===== config.mk =====
export PLATFORM = sky130hd
export DESIGN_NAME = nfc_host
export DESIGN_NICKNAME = d
export VERILOG_FILES = /design/src/rtl/nfc_pkg.sv /design/src/rtl/nfc_host.sv
export SDC_FILE = /design/constraint.sdc
export NUM_CORES = 1
export LEC_CHECK = 0
export BUFFER_PORTS_ARGS = -buffer_cell sky130_fd_sc_hd__buf_2
export CAP_MARGIN = 5
export CORE_ASPECT_RATIO = 0.7
export CORE_MARGIN = 2
export CORE_UTILIZATION = 45
export DETAILED_ROUTE_END_ITERATION = 8
export GPL_ROUTABILITY_DRIVEN = 0
export PLACE_DENSITY = 0.67
export SETUP_SLACK_MARGIN = 0.4
export SYNTH_ARGS = -nofsm -noshare
export SYNTH_HDL_FRONTEND = slang
export SYNTH_SLANG_ARGS = --single-unit

===== constraint.sdc =====
create_clock -name REF_CLK -period 3.4 [get_ports REF_CLK]
set_input_delay 0.68 -clock REF_CLK [delete_from_list [all_inputs] [get_ports REF_CLK]]
set_output_delay 0.68 -clock REF_CLK [all_outputs]
set_load 0.005 [all_outputs]

===== src/rtl/nfc_pkg.sv =====
/*
  Package for the NAND flash bus controller: command codes, address
  cycle layout, page geometry and pin timing counts.
  Assumes a 100 MHz controller clock and an 8-bit multiplexed flash bus.
*/
package nfc_pkg;

  // command codes
  localparam logic [7:0] CMD_READ_SETUP   = 8'h00;
  localparam logic [7:0] CMD_READ_EXEC    = 8'h30;
  localparam logic [7:0] CMD_READ_COPY    = 8'h35;
  localparam logic [7:0] CMD_RAND_OUT     = 8'h05;
  localparam logic [7:0] CMD_RAND_OUT_GO  = 8'hE0;
  localparam logic [7:0] CMD_PROG_SETUP   = 8'h80;
  localparam logic [7:0] CMD_PROG_PLANE2  = 8'h81;
  localparam logic [7:0] CMD_COPY_PROG    = 8'h85;
  localparam logic [7:0] CMD_PROG_EXEC    = 8'h10;
  localparam logic [7:0] CMD_PROG_PART    = 8'h11;
  localparam logic [7:0] CMD_ERASE_SETUP  = 8'h60;
  localparam logic [7:0] CMD_ERASE_EXEC   = 8'hD0;
  localparam logic [7:0] CMD_READ_ID      = 8'h90;
  localparam logic [7:0] CMD_RESET        = 8'hFF;
  localparam logic [7:0] CMD_STATUS       = 8'h70;
  localparam logic [7:0] CMD_EDC_STATUS   = 8'h7B;
  localparam logic [7:0] CMD_STATUS2      = 8'hF1;

  // address geometry
  localparam int ADDR_BITS      = 31;
  localparam int COL_BITS       = 13;
  localparam int ROW_BITS       = 18;
  localparam int COL_CYCLES     = 2;
  localparam int ROW_CYCLES     = 3;
  localparam int PAGE_BYTES     = 4224;
  localparam int SPARE_START    = 4096;
  localparam int BLOCK_COUNT    = 4096;

  // strobe timing, in ns, and derived cycle counts at 100 MHz
  localparam int CLK_NS         = 10;
  localparam int STROBE_LOW_NS  = 20;
  localparam int STROBE_HIGH_NS = 20;
  localparam int ACCESS_NS      = 30;
  localparam int STROBE_LOW_CYC  = (STROBE_LOW_NS + CLK_NS - 1) / CLK_NS;
  localparam int STROBE_HIGH_CYC = (STROBE_HIGH_NS + CLK_NS - 1) / CLK_NS;
  localparam int ACCESS_CYC      = (ACCESS_NS + CLK_NS - 1) / CLK_NS;

  // kinds of bus cycle the user may request
  typedef enum logic [2:0] {
    NFC_OP_CMD,
    NFC_OP_ADDR_FULL,
    NFC_OP_ADDR_ROW,
    NFC_OP_ADDR_COL,
    NFC_OP_WRITE,
    NFC_OP_READ
  } nfc_op_t;

  typedef struct packed {
    nfc_op_t                 op;
    logic [7:0]              data;
    logic [ADDR_BITS-1:0]    addr;
  } nfc_req_t;

  typedef struct packed {
    logic [7:0] data;
  } nfc_word_t;

endpackage


===== src/rtl/nfc_host.sv =====
/*
  Controller for an 8-bit multiplexed NAND flash: issues command,
  address and data cycles on the flash pins and returns read bytes.
  Assumes the flash pins sit outside this clock domain (ready/busy is
  synchronised) and that the user sequences whole operations.
*/
// Summary of operation
// - full address goes out as two column then three row bytes
// - address bits packed A0-A30 over five cycles, unused bits low
// - reads and programs act on pages, erases on 4096 blocks
// - bytes latched on write strobe rising edge with chip select low
// - command select marks command, address select address, else data
// - reset and status reads are single command cycles
// - read, program, erase: setup command, address, execute command
// - erase address carries the three row cycles only
// - codes: read 00/30, program 80/10, erase 60/D0, id 90, reset FF
// - copy-back read 00/35, two-plane 60 60/35, copy program 85/10
// - copy-back with 2KB data: 85/11 then 85/10
// - program with 2KB data: 80/11 then 80/10; two-plane ends 81/10
// - two-plane random output: 00, 05 plus column, then E0
// - while busy only FF, 70, 7B and F1 are issued
// - between 11h and 80/81/85 only 70, F1 or FF allowed
// - error_detect_code status 7Bh only meaningful during copy-back
// - two-plane random output only after a two-plane read
// - random data input and output move the column within a page
// - only defined command codes are ever written
`timescale 1ns/1ps
`default_nettype none

module nfc_host
#(
  parameter int STROBE_LOW  = nfc_pkg::STROBE_LOW_CYC,
  parameter int STROBE_HIGH = nfc_pkg::STROBE_HIGH_CYC,
  parameter int ACCESS      = nfc_pkg::ACCESS_CYC
)
(
  input  wire logic             REF_CLK,
  input  wire logic             RST,
  // user request side
  input  wire logic             REQ_VALID,
  output logic                  REQ_READY,
  input  wire nfc_pkg::nfc_req_t REQ,
  output logic                  REQ_REFUSED,
  // read data side
  output logic                  RD_VALID,
  input  wire logic             RD_READY,
  output nfc_pkg::nfc_word_t    RD_WORD,
  output logic                  FLASH_BUSY,
  // flash pins
  output logic                  CHIP_SEL_N,
  output logic                  CMD_SEL,
  output logic                  ADDR_SEL,
  output logic                  WRITE_STROBE_N,
  output logic                  READ_STROBE_N,
  output logic                  WRITE_PROT_N,
  input  wire logic [7:0]       IO_IN,
  output logic [7:0]            IO_OUT,
  output logic                  IO_OE,
  input  wire logic             READY_BUSY_N
);
  import nfc_pkg::*;

  // timing the sequencer cannot serve stops elaboration; an access of one
  // cycle would sample before the read strobe has fallen
  if (STROBE_LOW < 1 || STROBE_HIGH < 1 || ACCESS < 2 ||
      STROBE_LOW > 256 || STROBE_HIGH > 256 || ACCESS > STROBE_LOW + 1)
  begin : g_bad_timing
    $error("nfc_host: strobe timing parameters unusable");
  end

  typedef enum {
    S_IDLE,
    S_WR_LOW,
    S_WR_HIGH,
    S_RD_LOW,
    S_RD_HIGH
  } nfc_state_t;

  nfc_state_t        state;
  logic [7:0]        timer;
  logic [2:0]        cyc_idx;
  logic [2:0]        cyc_last;
  nfc_op_t           op;
  logic [ADDR_BITS-1:0] addr;
  logic [7:0]        wdata;
  logic [2:0]        rb_sync;
  logic              busy;
  logic              after_part;
  logic              plane2_read;
  logic              pend_plane2;
  logic              after_setup;
  logic              accept;
  logic              allowed;
  logic              push;
  logic              buf_ready;
  logic [7:0]        buf_data [2];
  logic              buf_full [2];
  logic              wr_ptr;
  logic              rd_ptr;

  // byte of the packed address for a given cycle
  function automatic logic [7:0] addr_byte(
    input logic [ADDR_BITS-1:0] a,
    input logic [2:0]           idx
  );
    logic [63:0] wide;
    wide = {33'h0_0000_0000, a};
    unique case (idx)
      3'h0: addr_byte = wide[7:0];
      3'h1: addr_byte = {3'h0, wide[12:8]};
      3'h2: addr_byte = wide[20:13];
      3'h3: addr_byte = wide[28:21];
      default: addr_byte = {6'h00, wide[30:29]};
    endcase
  endfunction

  // is a command code one of the defined set
  function automatic logic cmd_defined(input logic [7:0] c);
    unique case (c)
      CMD_READ_SETUP, CMD_READ_EXEC, CMD_READ_COPY, CMD_RAND_OUT,
      CMD_RAND_OUT_GO, CMD_PROG_SETUP, CMD_PROG_PLANE2, CMD_COPY_PROG,
      CMD_PROG_EXEC, CMD_PROG_PART, CMD_ERASE_SETUP, CMD_ERASE_EXEC,
      CMD_READ_ID, CMD_RESET, CMD_STATUS, CMD_EDC_STATUS,
      CMD_STATUS2: cmd_defined = 1'b1;
      default:     cmd_defined = 1'b0;
    endcase
  endfunction

  // commands the flash takes while busy (FF, 70, F1, 7B)
  function automatic logic cmd_always_ok(input logic [7:0] c);
    cmd_always_ok = (c == CMD_RESET) || (c == CMD_STATUS) ||
                    (c == CMD_STATUS2) || (c == CMD_EDC_STATUS);
  endfunction

  // ready/busy pin: three flops, change taken when last two agree
  always_ff @(posedge REF_CLK)
  begin
    if (RST)
      rb_sync <= 3'h7;
    else
      rb_sync <= {rb_sync[1:0], READY_BUSY_N};
  end

  always_ff @(posedge REF_CLK)
  begin
    if (RST)
      busy <= 1'b0;
    else if (rb_sync[2] == rb_sync[1])
      busy <= ~rb_sync[2];
  end

  // request screening: only legal commands leave the controller
  always_comb
  begin
    allowed = 1'b1;
    if (REQ.op == NFC_OP_CMD)
    begin
      if (!cmd_defined(REQ.data))
        allowed = 1'b0;
      else if (busy && !cmd_always_ok(REQ.data))
        allowed = 1'b0;
      else if (after_part && REQ.data != CMD_STATUS &&
               REQ.data != CMD_STATUS2 && REQ.data != CMD_RESET &&
               REQ.data != CMD_PROG_SETUP &&
               REQ.data != CMD_PROG_PLANE2 &&
               REQ.data != CMD_COPY_PROG)
        allowed = 1'b0;
      else if (REQ.data == CMD_RAND_OUT && after_setup && !plane2_read)
        allowed = 1'b0;
    end
    else if (busy)
      allowed = 1'b0;
  end

  assign REQ_READY   = (state == S_IDLE) && buf_ready;
  assign accept      = REQ_VALID && REQ_READY && allowed;
  assign REQ_REFUSED = REQ_VALID && REQ_READY && !allowed;
  assign FLASH_BUSY  = busy;

  // command history: part programs and two-plane reads
  always_ff @(posedge REF_CLK)
  begin
    if (RST)
    begin
      after_part  <= 1'b0;
      plane2_read <= 1'b0;
      pend_plane2 <= 1'b0;
      after_setup <= 1'b0;
    end
    else if (accept && REQ.op == NFC_OP_CMD)
    begin
      // 00h directly ahead of 05h marks the two-plane output form
      after_setup <= (REQ.data == CMD_READ_SETUP);
      if (REQ.data == CMD_PROG_PART)
        after_part <= 1'b1;
      else if (REQ.data == CMD_PROG_SETUP || REQ.data == CMD_COPY_PROG ||
               REQ.data == CMD_PROG_PLANE2 || REQ.data == CMD_RESET)
        after_part <= 1'b0;
      // two-plane read is 60h 60h then 30h/35h
      if (REQ.data == CMD_ERASE_SETUP)
        pend_plane2 <= 1'b1;
      else if (REQ.data == CMD_READ_SETUP)
        pend_plane2 <= plane2_read;
      else if (REQ.data != CMD_RAND_OUT)
        pend_plane2 <= 1'b0;
      if (pend_plane2 && (REQ.data == CMD_READ_EXEC ||
                          REQ.data == CMD_READ_COPY))
        plane2_read <= 1'b1;
      else if (REQ.data == CMD_PROG_SETUP || REQ.data == CMD_RESET ||
               REQ.data == CMD_ERASE_EXEC)
        plane2_read <= 1'b0;
    end
  end

  // request capture and cycle count of address sequences
  always_ff @(posedge REF_CLK)
  begin
    if (RST)
    begin
      op       <= NFC_OP_CMD;
      addr     <= '0;
      wdata    <= 8'h00;
      cyc_idx  <= 3'h0;
      cyc_last <= 3'h0;
    end
    else if (accept)
    begin
      op    <= REQ.op;
      addr  <= REQ.addr;
      wdata <= REQ.data;
      unique case (REQ.op)
        NFC_OP_ADDR_FULL:
        begin
          cyc_idx  <= 3'h0;
          cyc_last <= 3'h4;
        end
        NFC_OP_ADDR_ROW:
        begin
          cyc_idx  <= 3'(COL_CYCLES);
          cyc_last <= 3'h4;
        end
        NFC_OP_ADDR_COL:
        begin
          cyc_idx  <= 3'h0;
          cyc_last <= 3'(COL_CYCLES - 1);
        end
        default:
        begin
          cyc_idx  <= 3'h0;
          cyc_last <= 3'h0;
        end
      endcase
    end
    else if (state == S_WR_HIGH && timer == 8'h00 && cyc_idx != cyc_last)
      cyc_idx <= cyc_idx + 3'h1;
  end

  // strobe sequencer
  always_ff @(posedge REF_CLK)
  begin
    if (RST)
    begin
      state <= S_IDLE;
      timer <= 8'h00;
    end
    else
    begin
      unique case (state)
        S_IDLE:
          if (accept)
          begin
            state <= (REQ.op == NFC_OP_READ) ? S_RD_LOW : S_WR_LOW;
            timer <= 8'(STROBE_LOW - 1);
          end
        S_WR_LOW:
          if (timer == 8'h00)
          begin
            state <= S_WR_HIGH;
            timer <= 8'(STROBE_HIGH - 1);
          end
          else
            timer <= timer - 8'h01;
        S_WR_HIGH:
          if (timer == 8'h00)
          begin
            state <= (cyc_idx != cyc_last) ? S_WR_LOW : S_IDLE;
            timer <= 8'(STROBE_LOW - 1);
          end
          else
            timer <= timer - 8'h01;
        S_RD_LOW:
          if (timer == 8'h00)
          begin
            state <= S_RD_HIGH;
            timer <= 8'(STROBE_HIGH - 1);
          end
          else
            timer <= timer - 8'h01;
        S_RD_HIGH:
          if (timer == 8'h00)
            state <= S_IDLE;
          else
            timer <= timer - 8'h01;
      endcase
    end
  end

  // pin drivers, registered so the bus is glitch free
  always_ff @(posedge REF_CLK)
  begin
    if (RST)
    begin
      CHIP_SEL_N     <= 1'b1;
      CMD_SEL        <= 1'b0;
      ADDR_SEL       <= 1'b0;
      WRITE_STROBE_N <= 1'b1;
      READ_STROBE_N  <= 1'b1;
      IO_OUT         <= 8'h00;
      IO_OE          <= 1'b0;
      WRITE_PROT_N   <= 1'b0;
    end
    else
    begin
      WRITE_PROT_N   <= 1'b1;
      CHIP_SEL_N     <= (state == S_IDLE) && !accept;
      WRITE_STROBE_N <= !(state == S_WR_LOW);
      READ_STROBE_N  <= !(state == S_RD_LOW);
      IO_OE          <= (state == S_WR_LOW) || (state == S_WR_HIGH);
      CMD_SEL        <= (op == NFC_OP_CMD) && (state != S_IDLE);
      ADDR_SEL       <= (op == NFC_OP_ADDR_FULL || op == NFC_OP_ADDR_ROW ||
                         op == NFC_OP_ADDR_COL) && (state != S_IDLE);
      if (op == NFC_OP_CMD || op == NFC_OP_WRITE)
        IO_OUT <= wdata;
      else
        IO_OUT <= addr_byte(addr, cyc_idx);
    end
  end

  // sample ACCESS edges after the accept; past the low phase that is the
  // last edge before the strobe rises, so the byte still stands
  assign push = (ACCESS <= STROBE_LOW) ?
                ((state == S_RD_LOW) && (timer == 8'(STROBE_LOW - ACCESS))) :
                ((state == S_RD_HIGH) && (timer == 8'(STROBE_HIGH - 1)));

  // two-entry read buffer; request side stalls while it is full
  assign buf_ready = !(buf_full[0] && buf_full[1]);
  assign RD_VALID  = buf_full[rd_ptr];
  assign RD_WORD   = '{data: buf_data[rd_ptr]};

  always_ff @(posedge REF_CLK)
  begin
    if (RST)
    begin
      wr_ptr <= 1'b0;
      rd_ptr <= 1'b0;
    end
    else
    begin
      if (push)
        wr_ptr <= ~wr_ptr;
      if (RD_VALID && RD_READY)
        rd_ptr <= ~rd_ptr;
    end
  end

  for (genvar i = 0; i < 2; i++)
  begin : g_buf
    always_ff @(posedge REF_CLK)
    begin
      if (RST)
      begin
        buf_full[i] <= 1'b0;
        buf_data[i] <= 8'h00;
      end
      else if (push && wr_ptr == 1'(i))
      begin
        buf_full[i] <= 1'b1;
        buf_data[i] <= IO_IN;
      end
      else if (RD_VALID && RD_READY && rd_ptr == 1'(i))
        buf_full[i] <= 1'b0;
    end
  end

endmodule

`default_nettype wire


Yosys cells after proc, flatten, opt, wreduce, memory -nomap -nowiden
Memories as Yosys holds them, arrays and structs flattened. A register that Yosys moved wholly into a read port is not among the register bits.
Cells that the tools add are included.
Widths: inputs -> output; s select.
{"block": "totals", "regBits": 113, "mem_bits_rw": 18, "input_bits": 55, "output_inout_bits": 27, "word_cells": 214, "memories": 2}
{"name": "buf_data", "words": 2, "width": 8, "rd": 1, "rd_ports_with_merged_regs": 1, "write_ports": 2, "line_no": "nfc_host.sv:96", "text": "logic [7:0] buf_data [2];"}
{"name": "buf_full", "words": 2, "width": 1, "rd": 3, "rd_ports_with_merged_regs": 1, "write_ports": 2, "line_no": "nfc_host.sv:97", "text": "logic buf_full [2];"}
{"block": "classes", "addsub": 2, "n_eq_ne": 51, "n_mux": 60, "n_bitwise": 9, "n_reduce_logical": 67}
{"op": "$mux 32", "n": 5}
{"op": "$pmux 32 s5", "n": 1}
{"op": "$eq 32x2->1 const B", "n": 3}
{"op": "$eq 32x3->1 const B", "n": 3}
{"op": "$eq 8x8->1 const B", "n": 8}
{"op": "$logic_not 32->1", "n": 2}
{"op": "$mux 8", "n": 6}
{"op": "$mux 1", "n": 41}
{"op": "$ne 8x8->1 const B", "n": 5}
{"op": "$eq 32x1->1 const B", "n": 1}
{"op": "$eq 32x4->1 const B", "n": 1}
{"op": "$pmux 8 s4", "n": 1}
{"op": "$reduce_bool 32->1", "n": 1}
{"op": "$logic_and 1x1->1", "n": 27}
{"op": "$eq 8x7->1 const B", "n": 3}
{"op": "$pmux 8 s3", "n": 1}
{"op": "$eq 3x2->1 const B", "n": 6}
{"op": "$reduce_or 17->1", "n": 1}
{"op": "$eq 8x5->1 const B", "n": 2}
{"op": "$eq 8x6->1 const B", "n": 2}
{"op": "$logic_not 8->1", "n": 2}
{"op": "$logic_or 1x1->1", "n": 13}
{"op": "$ne 2x2->1 const B", "n": 6}
{"op": "$eq 3x1->1 const B", "n": 3}
{"op": "other kinds (22)", "n": 45}

Logic depth before layout (Yosys ltp)
{"block": "depth", "ltp_word": 14, "depth_mapped": 11, "depth_no_buf": 8}

Worst setup path before layout
OpenSTA, ideal clock, no wires.
{"block": "synth_timing", "kind": "input to register", "from": "in REQ[38] (netlist name)", "to": "reg addr[10]", "arrival_ns": 2.359, "required_time_ns": 3.272, "slack_ns": 0.914, "path_stages": 11, "path_buffers": 4, "cell_sequence": "buf_2 nor3_2 nand2_1 o41a_1 o311ai_4 a21o_1 buf_6 buf_8 buf_8 mux2i_1 nor2_1"}
{"block": "synth_via", "elab_chain_len": 12}
{"element": "from (decl)", "line_no": "nfc_host.sv:42", "text": "input wire nfc_pkg::nfc_req_t REQ,"}
{"element": "$ne 8x7->1", "line_no": "nfc_host.sv:162", "text": "else if (after_part && REQ.data != CMD_STATUS &&"}
{"element": "$logic_and 1x1->1 (2 in a row)", "line_no": "nfc_host.sv:162"}
{"element": "$logic_and 1x1->1 (2 in a row)", "line_no": "nfc_host.sv:163", "text": "REQ.data != CMD_STATUS2 && REQ.data != CMD_RESET &&"}
{"element": "$logic_and 1x1->1", "line_no": "nfc_host.sv:164", "text": "REQ.data != CMD_PROG_SETUP &&"}
{"element": "$logic_and 1x1->1", "line_no": "nfc_host.sv:165", "text": "REQ.data != CMD_PROG_PLANE2 &&"}
{"element": "$mux 1", "line_no": "nfc_host.sv:162"}
{"element": "$mux 1", "line_no": "nfc_host.sv:160", "text": "else if (busy && !cmd_always_ok(REQ.data))"}
{"element": "$mux 1 (*)", "line_no": "nfc_host.sv:158", "text": "if (!cmd_defined(REQ.data))"}
{"element": "$mux 1 (*)", "line_no": "nfc_host.sv:156", "text": "if (REQ.op == NFC_OP_CMD)"}
{"element": "$logic_and 1x1->1 (*)", "line_no": "nfc_host.sv:176", "text": "assign accept = REQ_VALID && REQ_READY && allowed;"}
{"element": "to (signal assigned)", "line_no": "nfc_host.sv:229", "text": "addr <= REQ.addr;"}
{"element": "to (decl)", "line_no": "nfc_host.sv:84", "text": "logic [ADDR_BITS-1:0] addr;"}
Mark *: on every way between the ends. The rest lies on a longest branch, timed or not. The select of a mux whose other input is x is not followed.
A chain may end at the register's enable or synchronous reset.

Worst setup path in the final report
{"block": "layout_timing", "from": "in REQ[36] (netlist name)", "to": "out REQ_REFUSED"}
{"block": "layout_via", "elab_chain_len": 13}
{"element": "$ne 8x7->1", "line_no": "nfc_host.sv:162"}
{"element": "$logic_and 1x1->1 (2 in a row)", "line_no": "nfc_host.sv:162"}
{"element": "$logic_and 1x1->1 (2 in a row)", "line_no": "nfc_host.sv:163"}
{"element": "$logic_and 1x1->1", "line_no": "nfc_host.sv:164"}
{"element": "$logic_and 1x1->1", "line_no": "nfc_host.sv:165"}
{"element": "$mux 1", "line_no": "nfc_host.sv:162"}
{"element": "$mux 1", "line_no": "nfc_host.sv:160"}
{"element": "$mux 1 (*)", "line_no": "nfc_host.sv:158"}
{"element": "$mux 1 (*)", "line_no": "nfc_host.sv:156"}
{"element": "$logic_not 1->1 (*)", "line_no": "nfc_host.sv:177", "text": "assign REQ_REFUSED = REQ_VALID && REQ_READY && !allowed;"}
{"element": "$logic_and 1x1->1 (*)", "line_no": "nfc_host.sv:177"}
{"element": "to (decl)", "line_no": "nfc_host.sv:43", "text": "output logic REQ_REFUSED,"}
Marked as above.

==> impl_metrics.yaml <==
cells_and_area:
  regArea_um2: 2220
  diodes: 0
  multi_input_area_um2: 2320
  fillers: 936
  finalNetCount: 616
  layout-drive-gt1-share: 0.237
  syn2layout_area_growth_pct: 14.9
detailed_routing:
  via_per_inst: 5.45
  routedWlPerCell_um: 15.6
  drt_pass1_iterations: 4
  ant_nets: 0
  vias: 3758
  routed_wl_um: 10800
  drc: 0
  dr.first_iter.drc_count: 366
yosys:
  postSynthCellCount: 490
  yosys_warnings: 0
  synth-edff-count: 18
  ys.flop_type: "dfxtp_1"
  synth_top_area_cell: "dfxtp_1"
  synthTopCellsByArea: "dfxtp_1 (35%), edfxtp_1 (11%), mux2i_1 (10%), nor2_1 (5.7%), a21oi_1 (2.8%)"
  synth.distinct_cells: 65
  async_flop_share: 0
  synth_nets: 554
  syn_area_um2: 4830
  ys_ff_latch: 102
  synth-seq-area-share: 0.460
  avgSynthCellArea_um2: 9.85
  ys_top_cells_by_count: "dfxtp_1 (84), nor2_1 (73), mux2i_1 (48), a21oi_1 (27), nand2_1 (21)"
  synth_top_area_frac: 0.348
  synth_most_common_cell: "dfxtp_1"
sta:
  final.setup.tns_ns: 0
  finalCritPeriodShare: 0.856
  setup_viol: 0
  fmax_mhz: 344
  slew_violations: 0
  min_period_ns: 2.91
  tightest_slew_ns: 0.979
  fin_skew_ns: 0.00874
  rsz0062_at_grt: "no"
  slew_headroom: 0.345
  hold_viol_final: 0
  setup_slack_ns: 0.491
floorplanning:
  start_util: 0.464
  core_region_area_um2: 10400
  die-area_um2: 11600
  die_h_um: 90.7
  io_pins: 82
  die_w_um: 128
  rows: 31
grt:
  top_usage_layer: "met1"
  grt_start_max_net_pins: 48
  grtUsageTotal: 0.192
  grt_pass1_vias: 3624
  use_met2: 0.278
  use_met1: 0.283
  gr-total-overflow: 0
  antenna_found_initial: 0
  globalRouteMet3Util: 0.0492
  grt_pass1_wl_um: 17900
cts:
  insertion_delay_ns: 0.35
  clkTransAtPathRegs_ns: 0.07
  hold_buffers: 0
  clkSinkCount: 102
  cts_buffer_depth: 2
  root_buffer: "clkbuf_16"
  numCtsBuffers: 9
  cts_tree: "done"
  htree_levels: 3
placement:
  place_hpwl_um: 7550
  portBuffers: 81
  pre_cts_ws_ns: 0.412
setup_path:
  crit_fanout: 12
  worstSetupStartpointType: "primary input"
  worst_setup_path_end_kind: "output pin"
  path_class: "primary input to output pin"
  cp.arrival_ns: 2.23
  cp.required_ns: 2.72
hold_path:
  hold_path_class: "flip-flop to flip-flop"
power:
  seqPwrFrac: 0.407
  vdd_ir_drop_max_mv: 0.352
  power_switching_mw: 1.28
  switching_share: 0.333
  power.internal_mw: 2.56
  p_per_area_nw_per_um2: 691
  p_leak_nw: 2.45
  power.share.clock: 0.297
  p_comb_frac: 0.296
flow_run:
  max-cap-violations: 0
outcome:
  status: "complete, no violations"
worst max-delay path, stage by stage:
cell	delay, ns
buf_2	0.23
xor2_1	0.17
nor4b_1	0.07
o311a_1	0.37
o311ai_4	0.33
nand2_1	0.10
nor2_1	0.14
buf_2	0.14
path summary, 6_finish.rpt:
kind | slack, ns | cells after the start | end | startpoint
min reg2reg | 0.43 | 1 | rb_sync[1]$_SDFF_PP1_ | rb_sync[0]$_SDFF_PP1_
max | 0.49 | 8 | REQ_REFUSED | REQ[36]
max reg2reg | 0.79 | 5 | buf_data[0][6]$_SDFFCE_PN0P_ | timer[2]$_SDFFE_PP0P_
min | 0.43 | 1 | rb_sync[1]$_SDFF_PP1_ | rb_sync[0]$_SDFF_PP1_
routing by layer:
| metal | share of wire | routed length, um | up-vias |
|---|---|---|---|
| li1 | - | - | 1858 |
| met1 | 0.50 | 5400 | 1780 |
| met2 | 0.43 | 4660 | 106 |
| met3 | 0.055 | 591 | 14 |
| met4 | 0.010 | 112 | 0 |
| met5 | 0 | 0 | - |
logic make-up after synthesis:
family,Yosys count,share of synthesized area
multiplexers,57,0.120
AND/OR/NAND/NOR,186,0.201
flip-flops,102,0.460
XOR/XNOR,10,0.0181
buffers and inverters,48,0.0588
adder cells (fa/ha/maj),9,0.0233
AO/OA/AOI/OAI,78,0.118
power by group through the flow:
stage | logic, mW | clock network, mW | registers [mW]
finish | 1.13 | 1.14 | 1.56
detailed placement | 1.12 | 0 | 1.59
global route | 1.25 | 1.21 | 1.59
CTS | 1.13 | 1.16 | 1.56
floorplan | 0.955 | 0 | 1.53
global placement | 1.09 | 0 | 1.57
timing repair:
item | CTS | global route
resized for setup | 0 | 1
setup endpoints to repair | 0 | 1
setup buffers | 0 | 0
state kept, by name, summed over array words and instances (netlist names), 3 cells and up, named ones only:
signal and count:
IO_OUT 8, addr 31, buf_data 16, cyc_idx 3
op 3, rb_sync 3, state 3, timer 8
wdata 8
metrics by stage:
stage	instances	cell area [um^2]	utilization	hold slack [ns]	power (mW)
final	689	5550	0.534	0.426	3.84
after global placement	673	5220	0.502	0.408	2.67
after global routing	689	5550	0.534	0.442	4.05
after detailed placement	673	5220	0.502	0.412	2.71
after CTS	689	5550	0.534	0.430	3.85
after floorplan	490	4830	-	0.389	2.48
cell type report:
cell class                      count  area share
Multi-Input combinational cell    340       0.419
Inverter                           13     0.00879
Clock inverter                      7      0.0192
Timing Repair Buffer               86      0.0825
Tap cell                          132      0.0298
Sequential cell                   102       0.400
Clock buffer                        9      0.0406
layout by cell type, fill, tap and decap left out, types with 5 or more instances in the layout:
cell	Yosys	routed
mux2_2	9	9
inv_1	13	13
or3_1	5	5
ha_1	9	9
nand3b_1	7	7
o21ai_0	7	7
and3_1	5	5
nor3_1	11	11
a21oi_1	27	27
clkbuf_16	0	9
or2_2	6	6
mux2i_1	48	48
and2_1	19	19
or4_1	5	5
nor2_1	73	73
edfxtp_1	18	18
nand2_1	21	21
buf_2	6	80
nand3_1	10	10
dfxtp_1	84	84
a22oi_1	14	14
xnor2_1	6	6
Note: power is estimated with default switching activity, not from simulation.
